===== config.mk =====
export PLATFORM = sky130hd
export DESIGN_NAME = vgo_fault_cfg
export DESIGN_NICKNAME = d
export VERILOG_FILES = /design/src/pkg/vgo_pkg.sv /design/src/vgo_hyst.sv /design/src/vgo_tick.sv /design/src/vgo_fault_cfg.sv
export VERILOG_INCLUDE_DIRS = /design/src /design/src/pkg
export SDC_FILE = /design/constraint.sdc
export NUM_CORES = 1
export LEC_CHECK = 0
export ABC_AREA = 1
export BUFFER_PORTS_ARGS = -buffer_cell sky130_fd_sc_hd__buf_2
export CELL_PAD_IN_SITES_DETAIL_PLACEMENT = 0
export CELL_PAD_IN_SITES_GLOBAL_PLACEMENT = 1
export CORE_ASPECT_RATIO = 0.7
export CORE_MARGIN = 3
export CORE_UTILIZATION = 43
export CTS_CLUSTER_DIAMETER = 30
export CTS_CLUSTER_SIZE = 10
export DETAILED_ROUTE_END_ITERATION = 12
export GPL_TIMING_DRIVEN = 0
export PLACE_DENSITY = 0.88
export SYNTH_ARGS = -nofsm -noshare
export SYNTH_HDL_FRONTEND = slang
export SYNTH_SLANG_ARGS = --single-unit

===== constraint.sdc =====
create_clock -name core_clk_i -period 3.5 [get_ports core_clk_i]
set_input_delay 0.7 -clock core_clk_i [delete_from_list [all_inputs] [get_ports core_clk_i]]
set_output_delay 0.7 -clock core_clk_i [all_outputs]
set_load 0.05 [all_outputs]

===== src/pkg/vgo_defines.svh =====
// offsets, field positions, reset values and timing counts of the config and fault block
`ifndef VGO_DEFINES_SVH
`define VGO_DEFINES_SVH

`define VGO_CMD_MODE        8'h34
`define VGO_CMD_VIN_RISE    8'h35
`define VGO_CMD_VIN_FALL    8'h36
`define VGO_CMD_OV_LIMIT    8'h40
`define VGO_CMD_OV_ACTION   8'h41
`define VGO_PAGE_ONLY       8'h00

`define VGO_MODE_MAX_EFF    8'h00
`define VGO_MODE_MAX_POWER  8'h03
`define VGO_MODE_MFR        8'h04

`define VGO_RST_MODE        8'h03
`define VGO_RST_VIN_RISE    16'h030C
`define VGO_RST_VIN_FALL    16'h0000
`define VGO_RST_OV_LIMIT    16'h0C1C
`define VGO_RST_OV_ACTION   8'h84

`define VGO_ACT_HI          7
`define VGO_ACT_LO          6
`define VGO_RETRY_HI        5
`define VGO_RETRY_LO        3
`define VGO_DELAY_HI        2
`define VGO_DELAY_LO        0
`define VGO_ACT_CONTINUE    2'h0
`define VGO_ACT_DISABLE     2'h2
`define VGO_RETRY_NONE      3'h0
`define VGO_RETRY_FOREVER   3'h7

`define VGO_OV_MAX_MV       18'h00BEA
`define VGO_OV_HYST_MV      18'h00064
`define VGO_DELAY_STEP_MS   8'h19
`define VGO_DELAY_MAX_MS    8'hAF

`define VGO_CLK_PERIOD_PS   4000
`define VGO_MS_PS           1000000000
`define VGO_CYC_PER_MS      (`VGO_MS_PS / `VGO_CLK_PERIOD_PS)

`endif


===== src/pkg/vgo_pkg.sv =====
// types shared by the config and fault block
package vgo_pkg;

    typedef enum logic [3:0] {
        VGO_ST_OFF   = 4'b0001,
        VGO_ST_RUN   = 4'b0010,
        VGO_ST_LATCH = 4'b0100,
        VGO_ST_WAIT  = 4'b1000
    } vgo_state_t;

    typedef logic signed [17:0] vgo_level_t;

endpackage


===== src/vgo_hyst.sv =====
// level detector with separate set and clear thresholds
`timescale 1ns/1ps
module vgo_hyst
(
    // clock and reset
    input  wire logic              core_clk_i,
    input  wire logic              sys_rst_i,
    // level and thresholds
    input  wire vgo_pkg::vgo_level_t level_i,
    input  wire vgo_pkg::vgo_level_t set_thr_i,
    input  wire vgo_pkg::vgo_level_t clr_thr_i,
    // detector state
    output logic                   active_o
);
    import vgo_pkg::*;

    logic active_r;
    logic active_nxt;

    always_comb
    begin
        active_nxt = active_r;
        if (!active_r && (level_i >= set_thr_i))
        begin
            active_nxt = 1'b1;
        end
        else if (active_r && (level_i <= clr_thr_i))
        begin
            active_nxt = 1'b0;
        end
    end

    always_ff @(posedge core_clk_i)
    begin
        if (sys_rst_i)
        begin
            active_r <= 1'b0;
        end
        else
        begin
            active_r <= active_nxt;
        end
    end

    assign active_o = active_r;
endmodule


===== src/vgo_tick.sv =====
// divider giving a one-cycle pulse each millisecond
`timescale 1ns/1ps
module vgo_tick
#(
    parameter int CYC_PER_MS = 250000
)
(
    // clock and reset
    input  wire logic core_clk_i,
    input  wire logic sys_rst_i,
    // realign the period
    input  wire logic restart_i,
    // millisecond pulse
    output logic      tick_o
);
    import vgo_pkg::*;

    logic [31:0] cnt_r;
    logic [31:0] cnt_nxt;
    logic        tick_r;
    logic        tick_nxt;

    always_comb
    begin
        cnt_nxt  = cnt_r + 32'h1;
        tick_nxt = 1'b0;
        if (restart_i)
        begin
            cnt_nxt = 32'h0;
        end
        else if (cnt_r >= 32'(CYC_PER_MS - 1))
        begin
            cnt_nxt  = 32'h0;
            tick_nxt = 1'b1;
        end
    end

    always_ff @(posedge core_clk_i)
    begin
        if (sys_rst_i)
        begin
            cnt_r  <= 32'h0;
            tick_r <= 1'b0;
        end
        else
        begin
            cnt_r  <= cnt_nxt;
            tick_r <= tick_nxt;
        end
    end

    assign tick_o = tick_r;
endmodule


===== src/vgo_fault_cfg.sv =====
// configuration registers, input gating and overvoltage response of the rail
//
// Overview of operation
// - mode codes 00h, 03h, 04h decoded
// - modes 0 and 4 drop voltage immediately
// - mode 3 uses programmed turn-off delay/fall
// - mode register resets to 03h
// - enable only after vin reaches turn-on
// - disable when vin falls to turn-off
// - vin thresholds are signed two's complement
// - vout compared to unsigned limit, 1mV
// - usable limit spans 0 to 3050mV
// - fault clears after 100mV drop
// - action bits 7:6, 00 continue, 10 disable
// - fault pulls alert low, sets status
// - retry 000 latches output off
// - retry 111 restarts without limit
// - delay bits 2:0, 25ms per LSB
// - action register resets to 84h
`include "vgo_defines.svh"
`timescale 1ns/1ps
module vgo_fault_cfg
#(
    parameter int CYC_PER_MS = `VGO_CYC_PER_MS
)
(
    // clock and reset
    input  wire logic        core_clk_i,
    input  wire logic        sys_rst_i,
    // command port
    input  wire logic [7:0]  cmd_code_i,
    input  wire logic [7:0]  page_i,
    input  wire logic        wr_en_i,
    input  wire logic [15:0] wr_data_i,
    input  wire logic        rd_en_i,
    output logic [15:0]      rd_data_o,
    output logic             rd_valid_o,
    output logic             wr_ack_o,
    output logic             wr_nack_o,
    // rail control and measurement
    input  wire logic        run_i,
    input  wire logic        bias_ok_i,
    input  wire logic        other_fault_i,
    input  wire logic [15:0] vin_level_i,
    input  wire logic [15:0] vout_mv_i,
    input  wire logic        clear_fault_i,
    // rail state
    output logic             out_enable_o,
    output logic             down_immediate_o,
    output logic             down_programmed_o,
    output logic             ov_status_o,
    output logic             alert_out_n_o,
    output vgo_pkg::vgo_state_t rail_state_o
);
    import vgo_pkg::*;

    logic [7:0]  mode_r,    mode_nxt;
    logic [15:0] von_r,     von_nxt;
    logic [15:0] voff_r,    voff_nxt;
    logic [15:0] ovlim_r,   ovlim_nxt;
    logic [7:0]  action_r,  action_nxt;
    logic [15:0] rdata_r,   rdata_nxt;
    logic        rvalid_r,  rvalid_nxt;
    logic        ack_r,     ack_nxt;
    logic        nack_r,    nack_nxt;
    logic        wr_ok;

    vgo_state_t  st_r,      st_nxt;
    logic [7:0]  wait_r,    wait_nxt;
    logic        oven_r,    oven_nxt;
    logic        dimm_r,    dimm_nxt;
    logic        dprog_r,   dprog_nxt;
    logic        ovst_r,    ovst_nxt;
    logic        alert_r,   alert_nxt;
    logic        ovq_r,     ovq_nxt;
    logic        ov_act;
    logic        vin_ok;
    logic        ms_tick;
    logic        ov_set;
    logic        may_run;
    vgo_level_t  ov_lim_eff;
    logic [1:0]  act_fld;
    logic [2:0]  retry_fld;
    logic [2:0]  delay_fld;

    assign act_fld   = action_r[`VGO_ACT_HI:`VGO_ACT_LO];
    assign retry_fld = action_r[`VGO_RETRY_HI:`VGO_RETRY_LO];
    assign delay_fld = action_r[`VGO_DELAY_HI:`VGO_DELAY_LO];

    assign ov_lim_eff = ({2'b00, ovlim_r} > `VGO_OV_MAX_MV) ? `VGO_OV_MAX_MV
                                                           : {2'b00, ovlim_r};

    vgo_hyst u_vin_gate
    (
        .core_clk_i (core_clk_i),
        .sys_rst_i  (sys_rst_i),
        .level_i    ({{2{vin_level_i[15]}}, vin_level_i}),
        .set_thr_i  ({{2{von_r[15]}}, von_r}),
        .clr_thr_i  ({{2{voff_r[15]}}, voff_r}),
        .active_o   (vin_ok)
    );

    vgo_hyst u_ov_det
    (
        .core_clk_i (core_clk_i),
        .sys_rst_i  (sys_rst_i),
        .level_i    ({2'b00, vout_mv_i}),
        .set_thr_i  (ov_lim_eff + 18'sh00001),
        .clr_thr_i  (ov_lim_eff - `VGO_OV_HYST_MV),
        .active_o   (ov_act)
    );

    vgo_tick #(.CYC_PER_MS(CYC_PER_MS)) u_ms
    (
        .core_clk_i (core_clk_i),
        .sys_rst_i  (sys_rst_i),
        .restart_i  (st_r != VGO_ST_WAIT),
        .tick_o     (ms_tick)
    );

    assign wr_ok = wr_en_i && (page_i == `VGO_PAGE_ONLY);

    // command decode
    always_comb
    begin
        mode_nxt   = mode_r;
        von_nxt    = von_r;
        voff_nxt   = voff_r;
        ovlim_nxt  = ovlim_r;
        action_nxt = action_r;
        ack_nxt    = 1'b0;
        nack_nxt   = 1'b0;
        rdata_nxt  = 16'h0000;
        rvalid_nxt = rd_en_i;
        if (wr_en_i && !wr_ok)
        begin
            nack_nxt = 1'b1;
        end
        else if (wr_ok && cmd_code_i == `VGO_CMD_MODE)
        begin
            if (wr_data_i[7:0] == `VGO_MODE_MAX_EFF || wr_data_i[7:0] == `VGO_MODE_MAX_POWER
                || wr_data_i[7:0] == `VGO_MODE_MFR)
            begin
                mode_nxt = wr_data_i[7:0];
                ack_nxt  = 1'b1;
            end
            else
            begin
                nack_nxt = 1'b1;
            end
        end
        else if (wr_ok && cmd_code_i == `VGO_CMD_VIN_RISE)
        begin
            von_nxt = wr_data_i;
            ack_nxt = 1'b1;
        end
        else if (wr_ok && cmd_code_i == `VGO_CMD_VIN_FALL)
        begin
            voff_nxt = wr_data_i;
            ack_nxt  = 1'b1;
        end
        else if (wr_ok && cmd_code_i == `VGO_CMD_OV_LIMIT)
        begin
            ovlim_nxt = wr_data_i;
            ack_nxt   = 1'b1;
        end
        else if (wr_ok && cmd_code_i == `VGO_CMD_OV_ACTION)
        begin
            if ((wr_data_i[7:6] == `VGO_ACT_CONTINUE || wr_data_i[7:6] == `VGO_ACT_DISABLE)
                && (wr_data_i[5:3] == `VGO_RETRY_NONE || wr_data_i[5:3] == `VGO_RETRY_FOREVER))
            begin
                action_nxt = wr_data_i[7:0];
                ack_nxt    = 1'b1;
            end
            else
            begin
                nack_nxt = 1'b1;
            end
        end
        else if (wr_ok)
        begin
            nack_nxt = 1'b1;
        end
        if (rd_en_i && cmd_code_i == `VGO_CMD_MODE)
        begin
            rdata_nxt = {8'h00, mode_r};
        end
        else if (rd_en_i && cmd_code_i == `VGO_CMD_VIN_RISE)
        begin
            rdata_nxt = von_r;
        end
        else if (rd_en_i && cmd_code_i == `VGO_CMD_VIN_FALL)
        begin
            rdata_nxt = voff_r;
        end
        else if (rd_en_i && cmd_code_i == `VGO_CMD_OV_LIMIT)
        begin
            rdata_nxt = ovlim_r;
        end
        else if (rd_en_i && cmd_code_i == `VGO_CMD_OV_ACTION)
        begin
            rdata_nxt = {8'h00, action_r};
        end
    end

    always_ff @(posedge core_clk_i)
    begin
        if (sys_rst_i)
        begin
            mode_r   <= `VGO_RST_MODE;
            von_r    <= `VGO_RST_VIN_RISE;
            voff_r   <= `VGO_RST_VIN_FALL;
            ovlim_r  <= `VGO_RST_OV_LIMIT;
            action_r <= `VGO_RST_OV_ACTION;
            rdata_r  <= 16'h0000;
            rvalid_r <= 1'b0;
            ack_r    <= 1'b0;
            nack_r   <= 1'b0;
        end
        else
        begin
            mode_r   <= mode_nxt;
            von_r    <= von_nxt;
            voff_r   <= voff_nxt;
            ovlim_r  <= ovlim_nxt;
            action_r <= action_nxt;
            rdata_r  <= rdata_nxt;
            rvalid_r <= rvalid_nxt;
            ack_r    <= ack_nxt;
            nack_r   <= nack_nxt;
        end
    end

    assign ov_set  = ov_act && !ovq_r;
    assign may_run = run_i && bias_ok_i && !other_fault_i;

    // rail sequencing and fault response
    always_comb
    begin
        st_nxt   = st_r;
        wait_nxt = wait_r;
        ovq_nxt  = ov_act;
        // set beats a clear in the same cycle
        ovst_nxt = ov_set || (ovst_r && !clear_fault_i);
        case (st_r)
            VGO_ST_OFF:
            begin
                // start only once vin has reached turn-on and not since fallen to turn-off
                if (may_run && vin_ok)
                begin
                    st_nxt = VGO_ST_RUN;
                end
            end
            VGO_ST_RUN:
            begin
                // drop out on low vin or stop
                if (!may_run || !vin_ok)
                begin
                    st_nxt = VGO_ST_OFF;
                end
                // only action 10 interrupts the rail
                else if (ov_set && act_fld == `VGO_ACT_DISABLE)
                begin
                    // 25ms per step, 111 is 175ms
                    if (retry_fld == `VGO_RETRY_FOREVER)
                    begin
                        st_nxt   = VGO_ST_WAIT;
                        wait_nxt = 8'(delay_fld * `VGO_DELAY_STEP_MS);
                    end
                    else
                    begin
                        st_nxt = VGO_ST_LATCH;
                    end
                end
            end
            VGO_ST_LATCH:
            begin
                // held off until the rail is restarted
                if (!run_i)
                begin
                    st_nxt = VGO_ST_OFF;
                end
            end
            VGO_ST_WAIT:
            begin
                if (!may_run)
                begin
                    st_nxt = VGO_ST_OFF;
                end
                else if (wait_r == 8'h00)
                begin
                    st_nxt = vin_ok ? VGO_ST_RUN : VGO_ST_OFF;
                end
                else if (ms_tick)
                begin
                    wait_nxt = wait_r - 8'h01;
                end
            end
            default:
            begin
                st_nxt = VGO_ST_OFF;
            end
        endcase
        oven_nxt  = (st_nxt == VGO_ST_RUN);
        // efficiency and vendor modes decay at once
        dimm_nxt  = (mode_r != `VGO_MODE_MAX_POWER);
        dprog_nxt = (mode_r == `VGO_MODE_MAX_POWER);
        alert_nxt = !ovst_nxt;
    end

    always_ff @(posedge core_clk_i)
    begin
        if (sys_rst_i)
        begin
            st_r    <= VGO_ST_OFF;
            wait_r  <= 8'h00;
            ovq_r   <= 1'b0;
            ovst_r  <= 1'b0;
            oven_r  <= 1'b0;
            dimm_r  <= 1'b0;
            dprog_r <= 1'b1;
            alert_r <= 1'b1;
        end
        else
        begin
            st_r    <= st_nxt;
            wait_r  <= wait_nxt;
            ovq_r   <= ovq_nxt;
            ovst_r  <= ovst_nxt;
            oven_r  <= oven_nxt;
            dimm_r  <= dimm_nxt;
            dprog_r <= dprog_nxt;
            alert_r <= alert_nxt;
        end
    end

    assign rd_data_o         = rdata_r;
    assign rd_valid_o        = rvalid_r;
    assign wr_ack_o          = ack_r;
    assign wr_nack_o         = nack_r;
    assign out_enable_o      = oven_r;
    assign down_immediate_o  = dimm_r;
    assign down_programmed_o = dprog_r;
    assign ov_status_o       = ovst_r;
    assign alert_out_n_o     = alert_r;
    assign rail_state_o      = st_r;
endmodule


# Word level (Yosys, flattened, before mapping)
# Index checks and enable logic that the tools add are counted.
[op_classes]
multipliers = 1
n_shift = 0
addsub = 4
n_reduce_logical = 55
n_div = 0
muxes = 43
n_eq_ne = 25
order_cmp = 6
bitwise = 5
[ops]
columns = ["operator", "n"]
rows = [
  ["$mux 16", 4],
  ["$mux 8", 8],
  ["$add 32x1->32 const B", 1],
  ["$ge 32x18->1 const B", 1],
  ["$mux 4", 7],
  ["$eq 8x6->1 const B", 3],
  ["$logic_not 8->1", 3],
  ["$logic_and 1x1->1", 23],
  ["$mux 1", 21],
  ["$add 16x1->17 const B", 1],
  ["$ge 16x17->1", 1],
  ["$le 17x17->1", 1],
  ["$sub 16x7->17 const B", 1],
  ["$eq 8x2->1 const B", 2],
  ["$eq 8x7->1 const B", 2],
  ["$ge 16x16->1", 1],
  ["$gt 16x12->1 const B", 1],
  ["$le 16x16->1", 1],
  ["$pmux 4 s4", 1],
  ["$pmux 8 s2", 1],
  ["$reduce_and 7->1", 2],
  ["$ne 2x2->1 const B", 5],
  ["$eq 4x2->1 const B", 2],
  ["$eq 8x3->1 const B", 1],
  ["other kinds (22)", 45],
]
[totals]
n_memories = 0
input_bits = 72
mem_bits_rw = 0
rom_bits = 0
latchBits = 0
regBits = 136

# Depth between registers and ports, before layout
# Gate-level depths: netlist (run 1).
[logic_depth]
word_depth = 10
mapped_depth = 28
ltp_nobuf = 28

# Modules after synthesis
# A second synthesis (run 1) with hierarchy kept.
[hier_totals]
hier_cells = 1230
hier_area_um2 = 8473.1
[modules_own_cells]
columns = ["mod", "area_each_um2", "cells_per_inst", "instances"]
rows = [
  ["vgo_fault_cfg", 5028.6, 699, 1],
  ["vgo_hyst", 1079.8, 186, 2],
  ["vgo_tick", 1285.0, 159, 1],
]

# Worst setup path before layout (run 1)
# No wires, ideal clock.
[synth_path]
kind = "flip-flop to flip-flop"
startpoint = "register ovlim_r[14]"
endpoint = "register u_ov_det.active_r, in the netlist u_ov_det.active_o"
period_less_slack_ns = 3.045
required_time_ns = 3.378
stages_incl_launch_ff = 24
setup_time_ns = 0.122
arrival_ns = 2.923
slack_ns = 0.455
cell_sequence = "dfxtp_1 -> inv_2 -> nand2_2 -> nor2_2 -> o21a_1 -> nand2_1 -> nand2_4 -> inv_2 -> nor2_1 -> ha_1 -> nand2_1 -> nor3_4 -> inv_2 -> nor2_4 -> nand3_1 -> nand2_1 -> nand2_1 -> ha_1 -> a21oi_1 -> o21ai_0 -> a211oi_1 -> nand2_1 -> nor4_1 -> nor2_1"
[synth_between]
elab_chain_len = 6
[synth_lines]
columns = ["item", "line_no", "rtl"]
rows = [
  ["start, declared", "vgo_fault_cfg.sv:60", "logic [15:0] ovlim_r, ovlim_nxt;"],
  ["start signal, assigned", "vgo_fault_cfg.sv:213", "ovlim_r <= `VGO_RST_OV_LIMIT;"],
  ["start signal, assigned", "vgo_fault_cfg.sv:225", "ovlim_r <= ovlim_nxt;"],
  ["$gt 16x12->1 (no source line)", "--", ""],
  ["$mux 16 *", "vgo_fault_cfg.sv:90", "assign ov_lim_eff = ({2'b00, ovlim_r} > `VGO_OV_MAX_MV) ? `VGO_OV_MAX_MV"],
  ["$add 16x1->17 or $sub 16x7->17 (tied branches)", "--", ""],
  ["$ge 16x17->1 or $le 17x17->1 (tied branches)", "vgo_hyst.sv:23, vgo_hyst.sv:27", ""],
  ["$logic_and 1x1->1 (on tied branches)", "vgo_hyst.sv:23, vgo_hyst.sv:27", ""],
  ["$mux 1 or $reduce_bool 2->1 (tied branches)", "--", ""],
  ["end signal, assigned", "vgo_hyst.sv:41", "active_r <= active_nxt;"],
  ["end, declared", "vgo_hyst.sv:17", "logic active_r;"],
]
# Mark *: on every way between the ends. The rest lies on a longest branch, timed or not.
# A chain may end at the register's enable or synchronous reset.

# Worst setup path after layout (run 1)
[layout_path]
startpoint = "register ovlim_r[1]"
endpoint = "register u_ov_det.active_r, in the netlist u_ov_det.active_o"
# Same word-level chain as after synthesis.

==> results of run 1 <==
-- kinds of logic (layout without fill, tap and decap cells) --
group	count (synthesis)	count (layout)
compound gates	243	243
xor+xnor	25	25
fa+ha+maj	74	74
buf+inv	175	311
flops	136	136
other cells	2	18
simple gates	375	375
-- registers in the layout (all words and copies together), names as in the netlist, 4 cells and up --
signal / flops
u_ms.cnt_r: 32
ovlim_r: 16
rd_data_o: 16
voff_r: 16
von_r: 16
action_r: 8
mode_r: 8
wait_r: 8
rail_state_o: 4
-- final cells by class --
cell class	instances	area (um^2)	share of cell area [%]
tap	231	289	3.15
timing repair buffer	104	536	5.84
multi-input combinational	735	4370	47.6
sequential	136	2730	29.7
inverter	153	577	6.29
clock buffer	17	425	4.64
buffer	22	100	1.09
clock inverter	15	150	1.64
-- final timing paths --
path         cells after the start                    start                             end  slack, ns
max                             23  ovlim_r[1]$_SDFFE_PP0P_  u_ov_det.active_o$_SDFFE_PP0P_       0.35
min                              2   mode_r[5]$_SDFFE_PP0P_          mode_r[5]$_SDFFE_PP0P_       0.45
max reg2reg                     23  ovlim_r[1]$_SDFFE_PP0P_  u_ov_det.active_o$_SDFFE_PP0P_       0.35
min reg2reg                      2   mode_r[5]$_SDFFE_PP0P_          mode_r[5]$_SDFFE_PP0P_       0.45
-- layer usage --
metal  vias up  share of wire (%)  wire (um)  track usage [%]
met3        31                7.5       1580             4.89
li1       3733                  -          -                -
met1      3281                 50      10700             32.9
met2       226                 41       8600             31.5
met5         -                  0          0                0
met4         0                1.5        317             5.87
-- worst max-delay path: stages, from the launching register on --
cell	delay (ns)
dfxtp_1	0.43
o21ai_1	0.11
nand2_1	0.08
nand3_1	0.08
nand2_1	0.11
nand2_4	0.08
inv_4	0.11
nor2_1	0.08
inv_1	0.10
ha_4	0.15
nand2_2	0.08
nor3_4	0.14
inv_2	0.07
nor2_4	0.12
nand3_1	0.08
nand2_1	0.06
nand2_1	0.05
ha_1	0.30
a21oi_1	0.13
o21ai_0	0.11
a211oi_2	0.29
nand2_1	0.10
nor4_2	0.13
nor2_1	0.07
-- cells in the mapped netlist, types with 5 or more instances --
master and number:
nand2_4 5, nand4_1 23, a21oi_1 102, nor4_1 10, nand2_2 5, nor2_1 97
o22ai_1 14, nor3_1 14, nand3b_1 5, nand2_1 153, o21ai_0 82, o211ai_1 6
inv_1 139, o21ai_1 5, xnor2_1 9, inv_2 12, ha_1 74, dfxtp_1 136
clkbuf_1 20, nand3_1 37, a31oi_1 13, o221ai_1 5, xor2_1 16
-- metrics by stage --
stage	instance area, um^2	std cells
after floorplan	7700	1046
after global placement	8480	1375
after detailed placement	8480	1375
after CTS	9070	1407
after global routing	9170	1413
final	9170	1413
-- repair_timing --
item	in CTS	in global routing
buffers inserted	0	6
cloned	0	0
resized for setup	3	15
setup endpoints to repair	1	1
pin swaps	0	5
-- power by group --
| part | internal [uW] | switching, uW | leakage (uW) |
|---|---|---|---|
| Clock | 951 | 808 | 0.000282 |
| Sequential | 1560 | 8.45 | 0.00110 |
| Combinational | 96.3 | 166 | 0.00274 |
| Total | 2610 | 982 | 0.00413 |
==> results.sh, run 1 <==
export IMPL_outcome="completed"
export IMPL_yosysSeqAreaShare_pct=35.6
export IMPL_final_cell_mix="nand2_1 (151), inv_1 (138), dfxtp_1 (133), a21oi_1 (102), buf_2 (99)"
export IMPL_whs_ns=0.454
export IMPL_antenna_left=0
export IMPL_synth_compound_area_share_pct=17.5
export IMPL_slew_headroom_pct=50.5
export IMPL_arrival_ns=3.47
export IMPL_nets=1315
export IMPL_setup_violations_final=0
export IMPL_area_growth_pct=20.0
export IMPL_htree_levels=4
export IMPL_worstMarginPinSlew_ns=0.742
export IMPL_ys_ff_latch=136
export IMPL_die_area_mm2=0.0194
export IMPL_start_util_pct=44.2
export IMPL_fin_ws_ns=0.351
export IMPL_synthArstFlopShare_pct=0
export IMPL_drt_total_wl_mm=21.2
export IMPL_syn_inst=1030
export IMPL_final_util_pct=53.1
export IMPL_via_count=7271
export IMPL_end_kind="flop"
export IMPL_post_place_ws_ns=-0.243
export IMPL_grt_pass1_wl_mm=33.5
export IMPL_synth_top_area_share_pct=35.6
export IMPL_synth_xor_area_share_pct=2.87
export IMPL_worstSkewPairLatency_ns=0.43
export IMPL_numCtsBuffers=17
export IMPL_cts_sinks=136
export IMPL_num_fill_cells=1716
export IMPL_final_common_cell="nand2_1"
export IMPL_fin_crit_sh_pct=90.0
export IMPL_required_ns=3.82
export IMPL_grt_pass1_vias=6646
export IMPL_ir_drop_uv=266
export IMPL_antenna_found_initial=0
export IMPL_min_path_type="flop to flop"
export IMPL_synth_mux_area_share_pct=0
export IMPL_core_mm2=0.0173
export IMPL_worstSetupStartpointType="flop"
export IMPL_synthFlopType="dfxtp_1"
export IMPL_fin_setup_tns_ns=0
export IMPL_drive_above_1_share_pct=16.3
export IMPL_synth_edf_count=0
export IMPL_clk_pin_slew_ns=0.07
export IMPL_netlist_area_mm2=0.00764
export IMPL_cts_tree="yes"
export IMPL_route_detailed_wl_per_inst_um=15.0
export IMPL_insertedDiodeCount=0
export IMPL_cts_hold_buffers=0
export IMPL_yosysTopAreaCell="dfxtp_1"
export IMPL_fmax_mhz=318
export IMPL_leakage_uw=0.00413
export IMPL_synth_top_family_by_area="simple AND/OR/NAND/NOR gates"
export IMPL_maxCapViolCount=0
export IMPL_clock_skew_ns=0.0106
export IMPL_io_buffers=98
export IMPL_crit_type="flop to flop"
export IMPL_cts_root_buf="clkbuf_16"
export IMPL_clockBufferDepth=2
export IMPL_yosysUniqueCellTypes=49
export IMPL_yosys_warnings=0
export IMPL_final_max_slew_violation_count=0
export IMPL_drc_errors=0
export IMPL_synth_area_per_cell_um2=7.42
export IMPL_die_h_um=118
export IMPL_grt_max_degree=17
export IMPL_yosys_area_share_simple_pct=23.0
export IMPL_overflow=0
export IMPL_powerDensity_mw_per_mm2=392
export IMPL_drt_pass1_iterations=5
export IMPL_io_pins=100
export IMPL_finalCriticalPeriod_ns=3.15
export IMPL_crit_fanout=6
export IMPL_rsz0062_at_grt="no"
export IMPL_die_w_um=165
export IMPL_drtIter0Drc=637
export IMPL_dp_hpwl_mm=16.7
export IMPL_viasPerCell=5.15
export IMPL_rows=40
export IMPL_gp_congestion=0.883
export IMPL_ys_top_cells_by_area="dfxtp_1 (36%), ha_1 (12%), nand2_1 (7.5%), inv_1 (6.8%), a21oi_1 (6.7%)"
export IMPL_grt_use_total_pct=21.9
export IMPL_synth_adder_area_share_pct=12.1
export IMPL_hold_violations=0
export IMPL_p_total_uw=3590
Power figures use the tool's default switching activity.
==> run 2: changes to the inputs <==
--- a/config.mk
+++ b/config.mk
@@ -12,12 +12,12 @@
 export CELL_PAD_IN_SITES_GLOBAL_PLACEMENT = 1
 export CORE_ASPECT_RATIO = 0.7
 export CORE_MARGIN = 3
-export CORE_UTILIZATION = 43
+export CORE_UTILIZATION = 40
 export CTS_CLUSTER_DIAMETER = 30
 export CTS_CLUSTER_SIZE = 10
 export DETAILED_ROUTE_END_ITERATION = 12
 export GPL_TIMING_DRIVEN = 0
-export PLACE_DENSITY = 0.88
+export PLACE_DENSITY = 0.83
 export SYNTH_ARGS = -nofsm -noshare
 export SYNTH_HDL_FRONTEND = slang
 export SYNTH_SLANG_ARGS = --single-unit
==> results.sh, run 2 (synthesized netlist as in run 1, its figures left out) <==
export IMPL_min_path_type="flop to flop"
export IMPL_fin_setup_tns_ns=0
export IMPL_clock_skew_ns=0.00980
export IMPL_fin_crit_sh_pct=93.7
export IMPL_ir_drop_uv=265
export IMPL_io_buffers=98
export IMPL_crit_family="simple AND/OR/NAND/NOR gates"
export IMPL_final_common_cell="nand2_1"
export IMPL_slew_headroom_pct=52.6
export IMPL_final_cell_mix="nand2_1 (151), inv_1 (138), dfxtp_1 (132), a21oi_1 (101), buf_2 (99)"
export IMPL_fin_ws_ns=0.220
export IMPL_critPathMostFrequentCell="nand2_1"
export IMPL_cts_sinks=136
export IMPL_area_growth_pct=20.9
export IMPL_drc_errors=0
export IMPL_die_w_um=171
export IMPL_top_register="u_ms.cnt_r"
export IMPL_largest_reg_flops=32
export IMPL_finalCriticalPeriod_ns=3.28
export IMPL_crit_slowest_cell="dfxtp_1"
export IMPL_grt_use_total_pct=21.1
export IMPL_worstSetupStartpointType="flop"
export IMPL_rows=41
export IMPL_powerDensity_mw_per_mm2=397
export IMPL_die_area_mm2=0.0208
export IMPL_via_count=7268
export IMPL_crit_type="flop to flop"
export IMPL_cts_root_buf="clkbuf_16"
export IMPL_worstMarginPinSlew_ns=0.711
export IMPL_hold_violations=0
export IMPL_crit_fanout=5
export IMPL_route_detailed_wl_per_inst_um=15.4
export IMPL_slowest_delay_ns=0.41
export IMPL_dp_hpwl_mm=17.5
export IMPL_post_place_ws_ns=-0.382
export IMPL_fmax_mhz=305
export IMPL_drtIter0Drc=564
export IMPL_start_util_pct=41.6
export IMPL_antenna_left=0
export IMPL_setup_violations_final=0
export IMPL_required_ns=3.81
export IMPL_grt_max_degree=17
export IMPL_arrival_ns=3.59
export IMPL_worstSkewPairLatency_ns=0.43
export IMPL_clockBufferDepth=2
export IMPL_cp_buffers_inverters=2
export IMPL_path_cells="nand4_1 > nor3_2 > nand2_1 > nand2_4 > inv_6 > nor2_4 > ha_2 > nand2_2 > nor3_4 > inv_2 > nor2_4 > nand3_1 > nand2_1 > nand2_1 > ha_1 > a21oi_2 > o21ai_1 > a211oi_2 > nand2_1 > nor4_2 > nor2_1"
export IMPL_io_pins=100
export IMPL_numCtsBuffers=17
export IMPL_gp_congestion=0.881
export IMPL_insertedDiodeCount=0
export IMPL_htree_levels=4
export IMPL_antenna_found_initial=1
export IMPL_drt_pass1_iterations=5
export IMPL_outcome="completed"
export IMPL_clk_pin_slew_ns=0.07
export IMPL_grt_pass1_vias=6494
export IMPL_drive_above_1_share_pct=16.8
export IMPL_cts_tree="yes"
export IMPL_overflow=0
export IMPL_grt_pass1_wl_mm=33.9
export IMPL_nets=1320
export IMPL_die_h_um=122
export IMPL_core_mm2=0.0184
export IMPL_maxCapViolCount=0
export IMPL_final_max_slew_violation_count=0
export IMPL_leakage_uw=0.00417
export IMPL_viasPerCell=5.11
export IMPL_end_kind="flop"
export IMPL_drt_total_wl_mm=21.9
==> run 2: layout make-up <==
cell class              instances  area, um^2
multi-input cells             735        4360
plain buffers                  22         100
clock inverters                15         171
clock buffers                  17         425
inverters                     153         579
flip-flops and latches        136        2730
well taps                     236         295
repair buffers                109         573
fillers                      1872        9130
==> run 2: layer usage <==
layer | GRT usage (%) | share of wire [%]
met5 | 0 | 0.059
met4 | 5.23 | 1.1
met3 | 4.96 | 8.5
met2 | 29.0 | 40
met1 | 32.6 | 51
==> run 2: stage by stage <==
stage | cell area, um^2 | hold WS (ns) | util, % | std cells | total power (uW)
after global placement | 8490 | 0.425 | 46.2 | 1380 | 1860
after CTS | 9100 | 0.451 | 49.6 | 1412 | 3690
final | 9240 | 0.449 | 50.3 | 1423 | 3660
after floorplan | 7700 | 0.418 | - | 1046 | 1750
after detailed placement | 8490 | 0.436 | 46.2 | 1380 | 1870
after global routing | 9240 | 0.478 | 50.3 | 1423 | 3790
==> run 2: worst register-to-register path, stage by stage, from the launching register on <==
cell	delay (ns)
dfxtp_1	0.41
nand4_1	0.13
nor3_2	0.16
nand2_1	0.12
nand2_4	0.13
inv_6	0.06
nor2_4	0.13
ha_2	0.21
nand2_2	0.09
nor3_4	0.15
inv_2	0.07
nor2_4	0.15
nand3_1	0.08
nand2_1	0.06
nand2_1	0.05
ha_1	0.32
a21oi_2	0.15
o21ai_1	0.08
a211oi_2	0.29
nand2_1	0.10
nor4_2	0.15
nor2_1	0.08
==> run 2: power by group <==
part / internal [uW] / switching, uW
Combinational: 96.7 / 171
Sequential: 1560 / 8.45
Clock: 1020 / 799
Total: 2680 / 978
==> run 2: repair_timing <==
| action | in CTS | in global routing |
|---|---|---|
| buffers inserted | 0 | 11 |
| hold buffers | 0 | 0 |
| cloned | 0 | 0 |
| setup endpoints to repair | 1 | 1 |
| pin swaps | 0 | 7 |
| gates resized for setup | 4 | 17 |
==> run 2: worst paths after layout <==
| kind | startpoint | end | slack, ns | cells past startpoint |
|---|---|---|---|---|
| setup / recovery | ovlim_r[9]$_SDFFE_PP0P_ | u_ov_det.active_o$_SDFFE_PP0P_ | 0.22 | 21 |
| hold / removal | u_ms.cnt_r[0]$_SDFF_PP0_ | u_ms.cnt_r[0]$_SDFF_PP0_ | 0.45 | 1 |
| setup reg to reg | ovlim_r[9]$_SDFFE_PP0P_ | u_ov_det.active_o$_SDFFE_PP0P_ | 0.22 | 21 |
| hold reg to reg | u_ms.cnt_r[0]$_SDFF_PP0_ | u_ms.cnt_r[0]$_SDFF_PP0_ | 0.45 | 1 |
==> run 3: changes to the inputs <==
--- a/config.mk
+++ b/config.mk
@@ -12,7 +12,7 @@
 export CELL_PAD_IN_SITES_GLOBAL_PLACEMENT = 1
 export CORE_ASPECT_RATIO = 0.7
 export CORE_MARGIN = 3
-export CORE_UTILIZATION = 40
+export CORE_UTILIZATION = 38
 export CTS_CLUSTER_DIAMETER = 30
 export CTS_CLUSTER_SIZE = 10
 export DETAILED_ROUTE_END_ITERATION = 12
==> constraint.sdc (replaced) <==
create_clock -name core_clk_i -period 2.8 [get_ports core_clk_i]
set_input_delay 0.56 -clock core_clk_i [delete_from_list [all_inputs] [get_ports core_clk_i]]
set_output_delay 0.56 -clock core_clk_i [all_outputs]
set_load 0.05 [all_outputs]
==> results.sh, run 3 (synthesized netlist as in run 1, its figures left out) <==
export IMPL_outcome="finished, violations left"
export IMPL_violations="setup timing"
export IMPL_largest_reg_flops=32
export IMPL_grt_max_degree=18
export IMPL_whs_ns=0.352
export IMPL_drc_errors=0
export IMPL_setup_violations_final=1
export IMPL_io_buffers=98
export IMPL_cts_sinks=136
export IMPL_final_common_cell="nand2_1"
export IMPL_antenna_found_initial=2
export IMPL_fmax_mhz=322
export IMPL_worstSetupStartpointType="flop"
export IMPL_fin_crit_sh_pct=111
export IMPL_gp_congestion=0.884
export IMPL_finalCriticalPeriod_ns=3.10
export IMPL_drtIter0Drc=554
export IMPL_top_register="u_ms.cnt_r"
export IMPL_start_util_pct=39.6
export IMPL_hold_violations=0
export IMPL_rows=42
export IMPL_ir_drop_uv=376
export IMPL_die_h_um=125
export IMPL_cts_root_buf="clkbuf_16"
export IMPL_htree_levels=4
export IMPL_fin_ws_ns=-0.301
export IMPL_crit_path_end="u_ov_det.active_o$_SDFFE_PP0P_"
export IMPL_ff2ff_setup_slack_ns=-0.30
export IMPL_dp_hpwl_mm=17.6
export IMPL_min_path_type="primary input to flop"
export IMPL_overflow=0
export IMPL_grt_pass1_vias=6898
export IMPL_numCtsBuffers=17
export IMPL_powerDensity_mw_per_mm2=490
export IMPL_insertedDiodeCount=0
export IMPL_crit_fanout=5
export IMPL_antenna_left=0
export IMPL_rsz0062_at_grt="yes"
export IMPL_cts_tree="yes"
export IMPL_clk_pin_slew_ns=0.07
export IMPL_reg2reg_depth=24
export IMPL_leakage_uw=0.00424
export IMPL_die_w_um=175
export IMPL_drive_above_1_share_pct=18.5
export IMPL_worstSetupStartpoint="ovlim_r[10]$_SDFFE_PP1P_"
export IMPL_final_max_slew_violation_count=0
export IMPL_post_place_ws_ns=-0.668
export IMPL_cts_hold_buffers=0
export IMPL_r2r_end="u_ov_det.active_o$_SDFFE_PP0P_"
export IMPL_die_area_mm2=0.0219
export IMPL_clockBufferDepth=2
export IMPL_drt_pass1_iterations=5
export IMPL_worstSkewPairLatency_ns=0.43
export IMPL_dp_cells=1408
export IMPL_r2r_start="ovlim_r[10]$_SDFFE_PP1P_"
export IMPL_area_growth_pct=23.8
export IMPL_instances_no_fill=1455
export IMPL_maxCapViolCount=0
export IMPL_p_total_uw=4640
export IMPL_final_cell_mix="nand2_1 (146), inv_1 (136), dfxtp_1 (131), a21oi_1 (99), buf_2 (99)"
export IMPL_end_kind="flop"
export IMPL_grt_pass1_wl_mm=35.7
export IMPL_route_detailed_wl_per_inst_um=15.3
export IMPL_nets=1324
export IMPL_required_ns=3.12
export IMPL_via_count=7314
export IMPL_core_mm2=0.0193
export IMPL_io_pins=100
export IMPL_viasPerCell=5.03
export IMPL_crit_type="flop to flop"
export IMPL_grt_use_total_pct=20.5
export IMPL_clock_skew_ns=0.0120
export IMPL_fin_setup_tns_ns=-0.301
export IMPL_worstMarginPinSlew_ns=0.737
export IMPL_arrival_ns=3.42
export IMPL_slew_headroom_pct=50.9
export IMPL_drt_total_wl_mm=22.3
## run 3: changes by cell type in the layout (fill, tap and decap cells not counted), sizes merged
cell	change
clkinv	+3
clkinvlp	+1
inv	-4
clkbuf	+1
buf	+3
## run 3: routing by layer
metal	vias to the layer above	wire length, um	GRT usage (%)
met5	-	21	0
met4	4	284	4.47
met3	29	1510	4.63
met2	212	9040	29.1
met1	3307	11400	31.3
li1	3762	-	-
## run 3: final cells by class
| type | instances | area, um^2 |
|---|---|---|
| clock buffers | 17 | 425 |
| clock inverters | 15 | 201 |
| fillers | 1956 | 9830 |
| multi-input cells | 735 | 4460 |
| plain buffers | 22 | 100 |
| flip-flops and latches | 136 | 2730 |
| well taps | 264 | 330 |
| inverters | 153 | 582 |
| repair buffers | 113 | 621 |
## run 3: through the flow
stage	util [%]	area, um^2
2_1_floorplan	-	7720
3_3_place_gp	44.3	8540
3_5_place_dp	44.3	8540
4_1_cts	48.2	9290
5_1_grt	49.0	9460
6_report	49.0	9460
## run 3: what timing repair did
item                                   CTS  global route
setup endpoints to repair                1             1
endpoints found under the hold margin    0             0
gates resized for setup                 16            27
cloned                                   0             1
pin swaps                                5            17
buffers inserted                         9             5
## run 3: worst min-delay path by stage
stage	startpoint	endpoint	cells after the start
after floorplan	u_ms.cnt_r[0]$_SDFF_PP0_	u_ms.cnt_r[0]$_SDFF_PP0_	1
after global placement	u_ms.cnt_r[0]$_SDFF_PP0_	u_ms.cnt_r[0]$_SDFF_PP0_	1
after detailed placement	u_ms.cnt_r[0]$_SDFF_PP0_	u_ms.cnt_r[0]$_SDFF_PP0_	1
after CTS	clear_fault_i	alert_out_n_o$_SDFF_PP1_	3
after global routing	wr_en_i	wr_nack_o$_SDFF_PP0_	3
final	clear_fault_i	alert_out_n_o$_SDFF_PP1_	3
## run 3: report_power, final
part	switching [uW]	total, uW	internal (uW)
clock network	1040	2340	1300
logic	214	337	123
registers	11.4	1960	1950
total	1270	4640	3370
## run 3: worst max-delay path, stage by stage (launching register included)
cell	delay [ns]
dfxtp_2	0.34
inv_2	0.08
nand3_1	0.12
nor2_2	0.12
nand3_2	0.07
nand2_2	0.09
nand2_4	0.08
inv_8	0.07
nor2_1	0.05
inv_1	0.08
ha_4	0.14
nand2_4	0.06
nor3_4	0.13
inv_2	0.07
nor2_4	0.16
nand3_2	0.09
nand2_2	0.07
nand2_2	0.06
ha_4	0.22
a21oi_2	0.13
o21ai_1	0.09
a211oi_2	0.25
nand2_1	0.08
nor4_1	0.25
nor2_1	0.07
